`config.mk`:
```
export PLATFORM = sky130hd
export DESIGN_NAME = owbr_receiver
export DESIGN_NICKNAME = d
export VERILOG_FILES = /design/src/pkg/owbr_pkg.sv /design/src/owbr_bit_timer.sv /design/src/owbr_receiver.sv
export SDC_FILE = /design/constraint.sdc
export NUM_CORES = 1
export LEC_CHECK = 0
export ABC_AREA = 1
export BUFFER_PORTS_ARGS = -buffer_cell sky130_fd_sc_hd__buf_2
export CAP_MARGIN = 20
export CORE_ASPECT_RATIO = 1.2
export CORE_UTILIZATION = 30
export CTS_CLUSTER_DIAMETER = 80
export DETAILED_ROUTE_END_ITERATION = 8
export GPL_ROUTABILITY_DRIVEN = 1
export GPL_TIMING_DRIVEN = 0
export SYNTH_ARGS = -nofsm -noshare
export SYNTH_HDL_FRONTEND = slang
export SYNTH_SLANG_ARGS = --single-unit
```
`constraint.sdc`:
```
create_clock -name clk_i -period 1.81 [get_ports clk_i]
set_input_delay 0.362 -clock clk_i [delete_from_list [all_inputs] [get_ports clk_i]]
set_output_delay 0.362 -clock clk_i [all_outputs]
set_load 0.02 [all_outputs]
```
`src/pkg/owbr_pkg.sv`:
```
package owbr_pkg;

    // ------------------------------------------------------------------
    // Clock and timing
    // ------------------------------------------------------------------
    localparam int unsigned CLK_NS             = 10;
    localparam int unsigned T_STREAM_END_NS    = 2000;
    localparam int unsigned STREAM_END_CYC     = (T_STREAM_END_NS + CLK_NS - 1) / CLK_NS;
    localparam int unsigned T_ACK_VALID_NS     = 4000;
    localparam int unsigned ACK_VALID_CYC      = (T_ACK_VALID_NS + CLK_NS - 1) / CLK_NS;
    localparam int unsigned T_ACK_PULSE_US     = 512;
    localparam int unsigned ACK_PULSE_CYC_DEF  = (T_ACK_PULSE_US * 1000) / CLK_NS;
    localparam int unsigned T_DISABLE_US       = 2500;
    localparam int unsigned DISABLE_CYC_DEF    = (T_DISABLE_US * 1000 + CLK_NS - 1) / CLK_NS;
    localparam int unsigned T_BIT_TIMEOUT_US   = 600;
    localparam int unsigned BIT_TIMEOUT_CYC_DEF = (T_BIT_TIMEOUT_US * 1000) / CLK_NS;

    // ------------------------------------------------------------------
    // Command word layout
    // ------------------------------------------------------------------
    localparam int unsigned CMD_BITS    = 24;
    localparam int unsigned BITCNT_W    = 5;
    localparam int unsigned ADDR_LSB    = 16;
    localparam int unsigned ADDR_W      = 8;
    localparam logic [7:0]  DEV_ADDR    = 8'h8F;
    localparam int unsigned ACKREQ_POS  = 10;
    localparam logic [23:0] RSV_MASK    = 24'h00FA00;
    localparam int unsigned BRIGHT_W    = 9;
    localparam logic [8:0]  BRIGHT_RST  = 9'h1FF;

    // ------------------------------------------------------------------
    // Counter widths
    // ------------------------------------------------------------------
    localparam int unsigned PHASE_W     = 16;
    localparam int unsigned RUN_W       = 18;
    localparam int unsigned ACKCNT_W    = 16;
    localparam int unsigned EVCNT_W     = 8;

    // ------------------------------------------------------------------
    // Register map (byte addresses)
    // ------------------------------------------------------------------
    localparam logic [3:0]  REG_BRIGHT      = 4'h0;
    localparam logic [3:0]  REG_STATUS      = 4'h4;
    localparam logic [3:0]  REG_CTRL        = 4'h8;
    localparam int unsigned CTRL_ACKEN_POS  = 0;
    localparam logic        CTRL_ACKEN_RST  = 1'b1;
    localparam int unsigned STAT_EN_POS     = 0;
    localparam int unsigned STAT_BUSY_POS   = 1;
    localparam int unsigned STAT_GOOD_LSB   = 8;
    localparam int unsigned STAT_ERR_LSB    = 16;

    // ------------------------------------------------------------------
    // Receiver states
    // ------------------------------------------------------------------
    typedef enum logic [2:0] {
        ST_IDLE       = 3'h0,
        ST_RECV       = 3'h1,
        ST_STREAM_END = 3'h3,
        ST_AWAIT      = 3'h2,
        ST_APULSE     = 3'h6
    } owbr_state_t;

    function automatic logic ge_twice(input logic [PHASE_W-1:0] a,
                                      input logic [PHASE_W-1:0] b);
        ge_twice = {1'b0, a} >= {b, 1'b0};
    endfunction : ge_twice

endpackage : owbr_pkg

```
`src/owbr_bit_timer.sv`:
```
module owbr_bit_timer
    import owbr_pkg::*;
(
    input  wire logic clk_i,
    input  wire logic rst_i,
    input  wire logic fall_i,
    input  wire logic rise_i,
    input  wire logic restart_i,
    output logic      bit_stb_o,
    output logic      bit_val_o,
    output logic      bit_bad_o
);

    logic [PHASE_W-1:0] cnt_q;
    logic [PHASE_W-1:0] cnt_d;
    logic [PHASE_W-1:0] low_q;
    logic [PHASE_W-1:0] low_d;
    logic               rose_q;
    logic               rose_d;
    logic               stb_q;
    logic               stb_d;
    logic               val_q;
    logic               val_d;
    logic               bad_q;
    logic               bad_d;

    // ------------------------------------------------------------------
    // Phase measurement, fall to fall
    // ------------------------------------------------------------------
    always_comb begin
        // Saturates so very slow bits still compare sanely
        cnt_d  = (fall_i || rise_i) ? '0 : ((&cnt_q) ? cnt_q : cnt_q + 1'b1);
        low_d  = low_q;
        rose_d = rose_q;
        stb_d  = 1'b0;
        val_d  = val_q;
        bad_d  = bad_q;
        if (rise_i) begin
            low_d  = cnt_q;
            rose_d = 1'b1;
        end
        if (fall_i) begin
            rose_d = 1'b0;
            if (rose_q && !restart_i) begin
                stb_d = 1'b1;
                val_d = ge_twice(cnt_q, low_q);
                bad_d = !ge_twice(cnt_q, low_q) && !ge_twice(low_q, cnt_q);
            end
        end
    end

    always_ff @(posedge clk_i) begin
        if (rst_i) begin
            cnt_q  <= '0;
            low_q  <= '0;
            rose_q <= 1'b0;
            stb_q  <= 1'b0;
            val_q  <= 1'b0;
            bad_q  <= 1'b0;
        end else begin
            cnt_q  <= cnt_d;
            low_q  <= low_d;
            rose_q <= rose_d;
            stb_q  <= stb_d;
            val_q  <= val_d;
            bad_q  <= bad_d;
        end
    end

    assign bit_stb_o = stb_q;
    assign bit_val_o = val_q;
    assign bit_bad_o = bad_q;

endmodule : owbr_bit_timer

```
`src/owbr_receiver.sv`:
```
// Overview of operation
// - Commands are 24 bits, least significant bit first, shifted in from the top.
// - If the line is already high, the next falling edge starts bit one.
// - At least 2 us of low idle after the last bit closes a command.
// - Bit is 0 when low >= 2x high, 1 when high >= 2x low.
// - A bit runs from one falling edge to the next; both phases are timed.
// - Bit 10 requests an acknowledge, given by pulling the line low.
// - Bits 8 to 0 hold the 9-bit brightness code, bit 8 highest.
// - Acknowledge only if requested, address matches and all 24 bits were good.
// - After the valid delay from the last fall, pull low up to 512 us.
// - Address bits 23 to 16 must equal 0x8F.
// - Brightness code is all ones when enabled and after any disable.
// - Bits decode at any rate from 1.7 to 160 kbit/s unconfigured.
// - Line low longer than 2.5 ms disables the device, code to default.
//
// Implementation choices: the placing of the registers and the Avalon-MM slave port.
module owbr_receiver
    import owbr_pkg::*;
#(
    parameter int unsigned DISABLE_CYC     = DISABLE_CYC_DEF,
    parameter int unsigned ACK_PULSE_CYC   = ACK_PULSE_CYC_DEF,
    parameter int unsigned BIT_TIMEOUT_CYC = BIT_TIMEOUT_CYC_DEF
) (
    input  wire logic                clk_i,
    input  wire logic                rst_i,
    input  wire logic                en_i,
    output logic                     en_o,
    output logic                     en_oe_n_o,
    output logic [BRIGHT_W-1:0]      brightness_o,
    output logic                     enabled_o,
    input  wire logic [3:0]          avs_address_i,
    input  wire logic                avs_read_i,
    input  wire logic                avs_write_i,
    input  wire logic [31:0]         avs_writedata_i,
    input  wire logic [3:0]          avs_byteenable_i,
    output logic [31:0]              avs_readdata_o,
    output logic                     avs_waitrequest_o
);

    // ------------------------------------------------------------------
    // Pin synchroniser and edges
    // ------------------------------------------------------------------
    logic sync1_q;
    logic sync2_q;
    logic line_q;
    logic fall;
    logic rise;

    always_ff @(posedge clk_i) begin
        if (rst_i) begin
            sync1_q <= 1'b1;
            sync2_q <= 1'b1;
            line_q  <= 1'b1;
        end else begin
            sync1_q <= en_i;
            sync2_q <= sync1_q;
            line_q  <= sync2_q;
        end
    end

    assign fall = line_q && !sync2_q;
    assign rise = !line_q && sync2_q;

    // ------------------------------------------------------------------
    // Receiver state
    // ------------------------------------------------------------------
    owbr_state_t           state_q;
    owbr_state_t           state_d;
    logic [CMD_BITS-1:0]   shift_q;
    logic [CMD_BITS-1:0]   shift_d;
    logic [BITCNT_W-1:0]   bitcnt_q;
    logic [BITCNT_W-1:0]   bitcnt_d;
    logic [RUN_W-1:0]      run_q;
    logic [RUN_W-1:0]      run_d;
    logic [ACKCNT_W-1:0]   ackcnt_q;
    logic [ACKCNT_W-1:0]   ackcnt_d;
    logic [BRIGHT_W-1:0]   bright_q;
    logic [BRIGHT_W-1:0]   bright_d;
    logic                  enabled_q;
    logic                  enabled_d;
    logic                  pull_q;
    logic                  pull_d;
    logic [EVCNT_W-1:0]    good_q;
    logic [EVCNT_W-1:0]    good_d;
    logic [EVCNT_W-1:0]    err_q;
    logic [EVCNT_W-1:0]    err_d;
    logic                  ack_en_q;
    logic                  restart;
    logic                  bit_stb;
    logic                  bit_val;
    logic                  bit_bad;
    logic                  cmd_ok;
    logic                  acking;

    assign restart = (state_q == ST_IDLE);
    assign acking  = (state_q == ST_AWAIT) || (state_q == ST_APULSE);
    assign cmd_ok  = (shift_q[ADDR_LSB +: ADDR_W] == DEV_ADDR)
                  && ((shift_q & RSV_MASK) == '0);

    owbr_bit_timer u_bit_timer (
        .clk_i     (clk_i),
        .rst_i     (rst_i),
        .fall_i    (fall),
        .rise_i    (rise),
        .restart_i (restart),
        .bit_stb_o (bit_stb),
        .bit_val_o (bit_val),
        .bit_bad_o (bit_bad)
    );

    always_comb begin
        state_d   = state_q;
        shift_d   = shift_q;
        bitcnt_d  = bitcnt_q;
        ackcnt_d  = ackcnt_q;
        bright_d  = bright_q;
        enabled_d = enabled_q;
        pull_d    = pull_q;
        good_d    = good_q;
        err_d     = err_q;
        // Time since last edge of the line
        run_d     = (fall || rise) ? '0 : ((&run_q) ? run_q : run_q + 1'b1);

        case (state_q)
            ST_IDLE: begin
                bitcnt_d = '0;
                if (fall && enabled_q) begin
                    state_d = ST_RECV;
                end
            end
            ST_RECV: begin
                if (bit_stb) begin
                    shift_d  = {bit_val, shift_q[CMD_BITS-1:1]};
                    bitcnt_d = bitcnt_q + 1'b1;
                    if (bit_bad) begin
                        state_d = ST_IDLE;
                        err_d   = err_q + 1'b1;
                    end else if (bitcnt_q == BITCNT_W'(CMD_BITS - 1)) begin
                        state_d = ST_STREAM_END;
                    end
                end else if (run_q >= RUN_W'(BIT_TIMEOUT_CYC)) begin
                    // Stalled stream: too few bits
                    state_d = ST_IDLE;
                    err_d   = err_q + 1'b1;
                end
            end
            ST_STREAM_END: begin
                if (sync2_q) begin
                    // A rise means a 25th bit, not an end of stream
                    state_d = ST_IDLE;
                    err_d   = err_q + 1'b1;
                end else if (run_q >= RUN_W'(STREAM_END_CYC)) begin
                    if (cmd_ok) begin
                        bright_d = shift_q[BRIGHT_W-1:0];
                        good_d   = good_q + 1'b1;
                        if (shift_q[ACKREQ_POS] && ack_en_q) begin
                            state_d = ST_AWAIT;
                        end else begin
                            state_d = ST_IDLE;
                        end
                    end else begin
                        state_d = ST_IDLE;
                        err_d   = err_q + 1'b1;
                    end
                end
            end
            ST_AWAIT: begin
                // Measured from the last falling edge
                if (run_q >= RUN_W'(ACK_VALID_CYC)) begin
                    state_d  = ST_APULSE;
                    pull_d   = 1'b1;
                    ackcnt_d = '0;
                end
            end
            ST_APULSE: begin
                ackcnt_d = ackcnt_q + 1'b1;
                if (ackcnt_q >= ACKCNT_W'(ACK_PULSE_CYC - 1)) begin
                    state_d = ST_IDLE;
                    pull_d  = 1'b0;
                end
            end
            default: begin
                state_d = ST_IDLE;
                pull_d  = 1'b0;
            end
        endcase

        // Own pull-down must not count as a master hold
        if (sync2_q) begin
            enabled_d = 1'b1;
        end else if (!acking && enabled_q && run_q >= RUN_W'(DISABLE_CYC)) begin
            enabled_d = 1'b0;
            bright_d  = BRIGHT_RST;
            state_d   = ST_IDLE;
        end
    end

    always_ff @(posedge clk_i) begin
        if (rst_i) begin
            state_q   <= ST_IDLE;
            shift_q   <= '0;
            bitcnt_q  <= '0;
            run_q     <= '0;
            ackcnt_q  <= '0;
            bright_q  <= BRIGHT_RST;
            enabled_q <= 1'b0;
            pull_q    <= 1'b0;
            good_q    <= '0;
            err_q     <= '0;
        end else begin
            state_q   <= state_d;
            shift_q   <= shift_d;
            bitcnt_q  <= bitcnt_d;
            run_q     <= run_d;
            ackcnt_q  <= ackcnt_d;
            bright_q  <= bright_d;
            enabled_q <= enabled_d;
            pull_q    <= pull_d;
            good_q    <= good_d;
            err_q     <= err_d;
        end
    end

    // ------------------------------------------------------------------
    // Pin drive: open drain, only ever pulls low
    // ------------------------------------------------------------------
    logic oe_n_q;
    logic drv_q;

    always_ff @(posedge clk_i) begin
        if (rst_i) begin
            oe_n_q <= 1'b1;
            drv_q  <= 1'b0;
        end else begin
            oe_n_q <= !pull_d;
            drv_q  <= 1'b0;
        end
    end

    assign en_o         = drv_q;
    assign en_oe_n_o    = oe_n_q;
    assign brightness_o = bright_q;
    assign enabled_o    = enabled_q;

    // ------------------------------------------------------------------
    // Avalon-MM slave, one wait cycle per access
    // ------------------------------------------------------------------
    logic        wait_q;
    logic        wait_d;
    logic [31:0] rdata_q;
    logic [31:0] rdata_d;
    logic        ack_en_d;

    always_comb begin
        wait_d   = 1'b1;
        rdata_d  = rdata_q;
        ack_en_d = ack_en_q;
        if ((avs_read_i || avs_write_i) && wait_q) begin
            wait_d  = 1'b0;
            rdata_d = '0;
            if (avs_read_i) begin
                case (avs_address_i)
                    REG_BRIGHT: rdata_d[BRIGHT_W-1:0] = bright_q;
                    REG_STATUS: begin
                        rdata_d[STAT_EN_POS]                  = enabled_q;
                        rdata_d[STAT_BUSY_POS]                = (state_q != ST_IDLE);
                        rdata_d[STAT_GOOD_LSB +: EVCNT_W]     = good_q;
                        rdata_d[STAT_ERR_LSB +: EVCNT_W]      = err_q;
                    end
                    REG_CTRL:   rdata_d[CTRL_ACKEN_POS] = ack_en_q;
                    default:    rdata_d = '0;
                endcase
            end
        end
        // Write lands on the edge that sees waitrequest low
        if (avs_write_i && !wait_q && avs_address_i == REG_CTRL && avs_byteenable_i[0]) begin
            ack_en_d = avs_writedata_i[CTRL_ACKEN_POS];
        end
    end

    always_ff @(posedge clk_i) begin
        if (rst_i) begin
            wait_q   <= 1'b1;
            rdata_q  <= '0;
            ack_en_q <= CTRL_ACKEN_RST;
        end else begin
            wait_q   <= wait_d;
            rdata_q  <= rdata_d;
            ack_en_q <= ack_en_d;
        end
    end

    assign avs_readdata_o    = rdata_q;
    assign avs_waitrequest_o = wait_q;

endmodule : owbr_receiver

```
# [Word-level counts from Yosys, hierarchy flattened]
# Cells that the tools add are included.
[op_classes] mux=44 n_reduce_logical=44 addsub=6 order_cmp=7 bitwise_logic=2 eq_ne=14
[op_table] operator="two-way mux 9 bit" n=6
[op_table] operator="two-way mux 8 bit" n=6
[op_table] operator="two-way mux 3 bit" n=12
[op_table] operator=">= comparator 16 x 17 -> 1 bit" n=2
[op_table] operator="adder 16 x 1 -> 16 bit (second input constant)" n=2
[op_table] operator="case mux 16 bit (2 select lines)" n=1
[op_table] operator="zero test 24 bit" n=1
[op_table] operator="two-way mux 24 bit" n=1
[op_table] operator="adder 18 x 1 -> 18 bit (second input constant)" n=1
[op_table] operator=">= comparator 18 x 16 -> 1 bit (second input constant)" n=1
[op_table] operator=">= comparator 18 bit (second input constant)" n=1
[op_table] operator=">= comparator 18 x 8 -> 1 bit (second input constant)" n=1
[op_table] operator=">= comparator 18 x 9 -> 1 bit (second input constant)" n=1
[op_table] operator="AND reduction 18 bit" n=1
[op_table] operator="adder 8 x 1 -> 8 bit (second input constant)" n=2
[op_table] operator=">= comparator 16 bit (second input constant)" n=1
[op_table] operator="two-way mux 16 bit" n=1
[op_table] operator="case mux 8 bit (2 select lines)" n=1
[op_table] operator="AND reduction 16 bit" n=1
[op_table] operator="two-way mux 15 bit" n=1
[op_table] operator="case mux 3 bit (5 select lines)" n=1
[op_table] operator="logical AND 1 bit" n=13
[op_table] operator="case mux 5 bit (2 select lines)" n=1
[op_table] operator="!= test 3 bit (second input constant)" n=3
[op_table] operator="other kinds (28)" n=55
[totals] register_bits=167 out_inout_bits=45 word_cells=140

# [Logic depth before layout (Yosys ltp)]
[logic_depth] depth_word=8 depth_mapped=15

# [By module]
# From an unflattened synthesis, not the netlist that was laid out.
[unflattened] cells_unflattened=1182 hier_area_um2=8286.7
[by_module_without_submodules] module="owbr_receiver" area_per_inst_um2=5870.6 cells_per_inst=833 n_inst=1
[by_module_without_submodules] module="owbr_bit_timer" area_per_inst_um2=2416.1 cells_per_inst=349 n_inst=1

# [Worst setup path after synthesis]
# OpenSTA, ideal clock, no wires.
[synth_path] kind="reg-to-reg" startpoint="reg u_bit_timer.cnt_q[11]" endpoint="reg u_bit_timer.bad_q (netlist: u_bit_timer.bit_bad_o)" period_less_slack_ns=1.508 path_buffers=0 setup_slack_ns=0.302 stages_incl_launch_ff=9 arrival_time_ns=1.376 path_cell_list="dfxtp_1 -> inv_1 -> ha_1 -> nand2_1 -> or2_2 -> nor3_1 -> nor2_1 -> nand3_1 -> a21oi_1"
[synth_via] elab_chain_cells=3
[synth_rtl] item="start, declared" line="owbr_bit_timer.sv:14" text="logic [PHASE_W-1:0] cnt_q;"
[synth_rtl] item="start signal, assigned" line="owbr_bit_timer.sv:61" text="cnt_q <= cnt_d;"
[synth_rtl] item=">= comparator 16 x 17 -> 1 bit" line="owbr_pkg.sv:65" text="ge_twice = {1'b0, a} >= {b, 1'b0};"
[synth_rtl] item="zero test 1 bit" line="owbr_bit_timer.sv:47" text="bad_d = !ge_twice(cnt_q, low_q) && !ge_twice(low_q, cnt_q);"
[synth_rtl] item="logical AND 1 bit *" line="owbr_bit_timer.sv:47"
[synth_rtl] item="end signal, assigned" line="owbr_bit_timer.sv:59" text="bad_q <= 1'b0;"
[synth_rtl] item="end signal, assigned" line="owbr_bit_timer.sv:66" text="bad_q <= bad_d;"
[synth_rtl] item="end, declared" line="owbr_bit_timer.sv:24" text="logic bad_q;"
# Mark *: on every way between the ends. The rest lies on a longest branch, timed or not.
# A chain may end at the register's enable or synchronous reset.

# [Worst setup path in the final report]
[layout_path] startpoint="reg u_bit_timer.cnt_q[8]" endpoint="reg u_bit_timer.cnt_q[4]"
[layout_via] elab_chain_cells=1
[layout_rtl] item="AND reduction 16 bit" line="owbr_bit_timer.sv:32" text="cnt_d = (fall_i || rise_i) ? '0 : ((&cnt_q) ? cnt_q : cnt_q + 1'b1);"
# Every way passes these cells.

==> impl_results.md <==
* Number of remaining DRC errors at 0
* Worst path arrival time at around 2.0 ns
* Worst Slack Setup Final at approximately 0.09 ns
* Router iterations before antenna repair at 5
* Final setup viols at 0
* Number of port buffers at 45
* Dpl ws at -0.296 ns
* Floorplan Core Area at roughly 26000 um^2
* Critical path depth at 7
* Most frequent cell on the critical path: sky130_fd_sc_hd__nor2_1
* Hold endpoint: sync1_q
* Vias post-DR at 7345
* Global Route Usage Sum at between 10 and 15%
* Ys flop type: sky130_fd_sc_hd__dfxtp_1
* Top post-synthesis cells by count: 222 x sky130_fd_sc_hd__nand2_1, 159 x sky130_fd_sc_hd__dfxtp_1, 156 x sky130_fd_sc_hd__inv_1
* Initial cell density of the core at about 31%
* Placed instance count at 1512
* CTS clk-pin slew, worst paths at around 0.07 ns
* Initial antenna violation count at 0
* Number of top-level design ports at 90
* Placed instance area at between 8000 and 9000 um^2
* Clock sink count at roughly 160
* DRC violation total after the first TritonRoute iteration at around 440
* GRT Residual Overflow at 0
* Fraction of layout instances using a drive strength above 1 at between 10% and 20%
* F_max at around 0.58 GHz
* Non-filler cells in the finished layout at ~1500
* Number of antenna cells inserted at 0
* Multi-input logic area at roughly 4200 um^2
* Static leakage at just under 4 nW
* Power density over cell area at about 790 nW/um^2
* Hold slack at roughly 0.18 ns
* Count of filler cells inserted in the layout at 2818
* Wirelength, routed at about 19000 um
* Detail-routed net length per standard cell at ~12 um
* Netlist Area Pre-Place at between 8000 and 9000 um^2
* P&R area growth vs syn at 17.5%
* Count of nets left with antenna violations after detail routing at 0
* Maxcap violations at 0
* Hold Path Cell Cnt at 2
* Cell count of the worst reg-to-reg path at 7
* H-Tree Depth at 4
* Clock Skews at just over 0.009 ns
* Cell family with most CP delay: simple AND/OR/NAND/NOR gates
* GPL Wtd Cong at between 0.8 and 0.9
* Fraction of the cycle the final worst path needs at between 90% and 100%
* Outcome: finished, final reports clean
* Crit-path max cell delay at roughly 0.45 ns
* Post-synth EDFFs at 0
* Detail Placement HPWL at approximately 14000 um
* Post-Syn Area per Cell at around 7.2 um^2
* Yosys cell types at 47
* # rows at 65
* Proportion of synthesized chip area in sequential cells at between 30 and 40%
* First-pass GRT wire length at 33100 um
* Gate count after technology mapping at approximately 1100
* Measured slew at the worst slew-check pin at about 0.67 ns
* Reg-to-reg setup timing slack at between 0.08 and 0.09 ns
* Reg-to-reg endpoint: u_bit_timer.cnt_q[4]
* Worst path bufs/invs at 1
* CTS tree: built
* Overall die height at approximately 180 um
* Die W at around 150 um
* Number of buffers inserted by hold repair at cts at 0
* Sequential Area at 3200 um^2
* Worst skew pair latency at 0.43 ns
* Unrepaired setup endpoints after global routing: yes
* Maximum number of pins on one net before global-route repair at 18
* Cell breakdown of the critical path: inv_1 > nor3_1 > nand3_4 > nand2_2 > nor2_1 > xor2_1 > nor2_1
* Min-Delay Startpoint: en_i
* Cells taking the most area after synthesis: sky130_fd_sc_hd__dfxtp_1 39%, sky130_fd_sc_hd__nand2_1 10%, sky130_fd_sc_hd__inv_1 7.2%
* Nature of the critical path endpoint: flip-flop
* FF+latch count, synth at around 160
* Net count reported at finish at approximately 1300
* Max transition margin at a little under three fifths
* Asr flop ratio synth at 0%
* Share of the synthesized area in the top cell type at between 30 and 40%
* CTS root buf: sky130_fd_sc_hd__clkbuf_16
* Path class of the lowest-slack min-delay path: input pin to flip-flop
* Post-detailed-route via-to-cell ratio at 4.75
* Max clock buf depth at 2
* TritonCTS buffer count at 17
* Minimum clock period at about 1.7 ns
* Number of global-route vias before repair at 7014
* Crit path kind: flip-flop to flip-flop
* Cell type with the highest aggregate area in the netlist: sky130_fd_sc_hd__dfxtp_1
* Max Slew Vio Count at 0
* Maximum vdd drop at approximately 0.52 mV
* Yosys warning total at 0
* Req. time, crit path at around 2.1 ns
* Final hold violation count at 0
* Reg-to-reg startpoint: u_bit_timer.cnt_q[8]
* Library cell contributing the largest single delay on the critical path: sky130_fd_sc_hd__nor3_1
* Total die area at ~28000 um^2
* Final std cell area, no fill at 9500 um^2
* Kind of start point of the critical path: flip-flop
* Crit-path max FO at 7
* Most frequently used cell type in the post-synthesis netlist: sky130_fd_sc_hd__nand2_1
## sequential cells by signal, indices dropped and copies added, names as in the netlist, 3 cells and up
name,cells
brightness_o,9
shift_q,24
ackcnt_q,16
bitcnt_q,5
u_bit_timer.cnt_q,16
state_q,3
err_q,8
avs_readdata_o,24
run_q,18
good_q,8
u_bit_timer.low_q,16
## how the worst max path moves through the flow
stage                                 end                  start  slack [ns]
detailed placement   u_bit_timer.cnt_q[6]                  rst_i       -0.30
global route        u_bit_timer.cnt_q[11]   u_bit_timer.cnt_q[8]       -0.07
finish               u_bit_timer.cnt_q[4]   u_bit_timer.cnt_q[8]        0.09
CTS                                pull_q            ackcnt_q[0]       0.003
global placement     u_bit_timer.cnt_q[6]                  rst_i       -0.22
floorplan           u_bit_timer.bit_bad_o  u_bit_timer.cnt_q[11]        0.30
## worst register-to-register path, cell delays in order, from the launching register on
cell                      delay (ns)
sky130_fd_sc_hd__dfxtp_1        0.41
sky130_fd_sc_hd__inv_1          0.15
sky130_fd_sc_hd__nor3_1         0.45
sky130_fd_sc_hd__nand3_4        0.19
sky130_fd_sc_hd__nand2_2        0.14
sky130_fd_sc_hd__nor2_1         0.07
sky130_fd_sc_hd__xor2_1         0.14
sky130_fd_sc_hd__nor2_1         0.05
## per-stage QoR
step	util, %	power (mW)	setup TNS, ns
finish	36.0	7.50	0
global route	36.0	7.80	-0.316
CTS	35.6	7.59	0
detailed placement	33.2	4.07	-7.18
global placement	33.2	4.06	-5.76
floorplan	-	3.94	0
## power by group
part	internal, mW	switching [mW]
sequential	3.53	0.0291
clock	1.87	1.64
combinational	0.148	0.294
total	5.54	1.96
## what timing repair did
item,CTS,global route
hold endpoints to repair,0,0
pin swaps,1,3
endpoints found under the setup margin,14,57
resized for setup,5,36
buffers inserted,2,1
## cell usage in the layout, fill, tap and decap left out, types with 3 or more instances in the layout
cell type	instances
sky130_fd_sc_hd__nand2_1	219
sky130_fd_sc_hd__inv_1	155
sky130_fd_sc_hd__dfxtp_1	151
sky130_fd_sc_hd__a21oi_1	112
sky130_fd_sc_hd__nor2_1	91
sky130_fd_sc_hd__o21ai_0	70
sky130_fd_sc_hd__buf_2	51
sky130_fd_sc_hd__nand3_1	47
sky130_fd_sc_hd__ha_1	36
sky130_fd_sc_hd__nand4_1	33
sky130_fd_sc_hd__nor3_1	23
sky130_fd_sc_hd__clkbuf_1	20
sky130_fd_sc_hd__clkbuf_16	17
sky130_fd_sc_hd__xor2_1	15
sky130_fd_sc_hd__buf_4	12
sky130_fd_sc_hd__nor2_4	10
sky130_fd_sc_hd__nor2_2	9
sky130_fd_sc_hd__o2111ai_1	9
sky130_fd_sc_hd__conb_1	9
sky130_fd_sc_hd__o211ai_1	8
sky130_fd_sc_hd__a31oi_1	7
sky130_fd_sc_hd__inv_6	7
sky130_fd_sc_hd__inv_2	6
sky130_fd_sc_hd__nand2_2	6
sky130_fd_sc_hd__dfxtp_2	6
sky130_fd_sc_hd__nand3b_1	5
sky130_fd_sc_hd__nor3_2	5
sky130_fd_sc_hd__nor4_1	5
sky130_fd_sc_hd__xnor2_1	5
sky130_fd_sc_hd__or2_2	5
sky130_fd_sc_hd__nand3_2	4
sky130_fd_sc_hd__o21ai_1	4
sky130_fd_sc_hd__nand3_4	3
sky130_fd_sc_hd__o21bai_1	3
sky130_fd_sc_hd__or2_1	3
sky130_fd_sc_hd__a21oi_2	3
## area by class of cell
| class | instances | share of cell area (%) |
|---|---|---|
| Multi-Input combinational cell | 770 | 44.5 |
| Sequential cell | 159 | 33.7 |
| Inverter | 161 | 6.36 |
| Clock buffer | 18 | 4.63 |
| Tap cell | 335 | 4.41 |
| Timing Repair Buffer | 48 | 2.61 |
| Buffer | 42 | 2.32 |
| Clock inverter | 14 | 1.49 |
## routing by layer
| metal | vias to the layer above | wire, um | share of wire [%] | global-route usage (%) |
|---|---|---|---|---|
| met3 | 22 | 611 | 3.2 | 2.10 |
| met1 | 3359 | 9090 | 47 | 17.9 |
| met2 | 125 | 9260 | 48 | 25.1 |
| li1 | 3839 | - | - | - |
| met4 | 0 | 306 | 1.6 | 5.40 |
| met5 | - | 0 | 0 | 0 |
## kinds of logic after synthesis
logic type | synth area share (%)
simple gates | 27.0
compound gates | 15.2
buf+inv | 10.1
flops | 39.4
fa+ha+maj | 6.04
xor+xnor | 2.17
other cells | 0.0464
No activity file was read; power rests on OpenSTA's default activity.
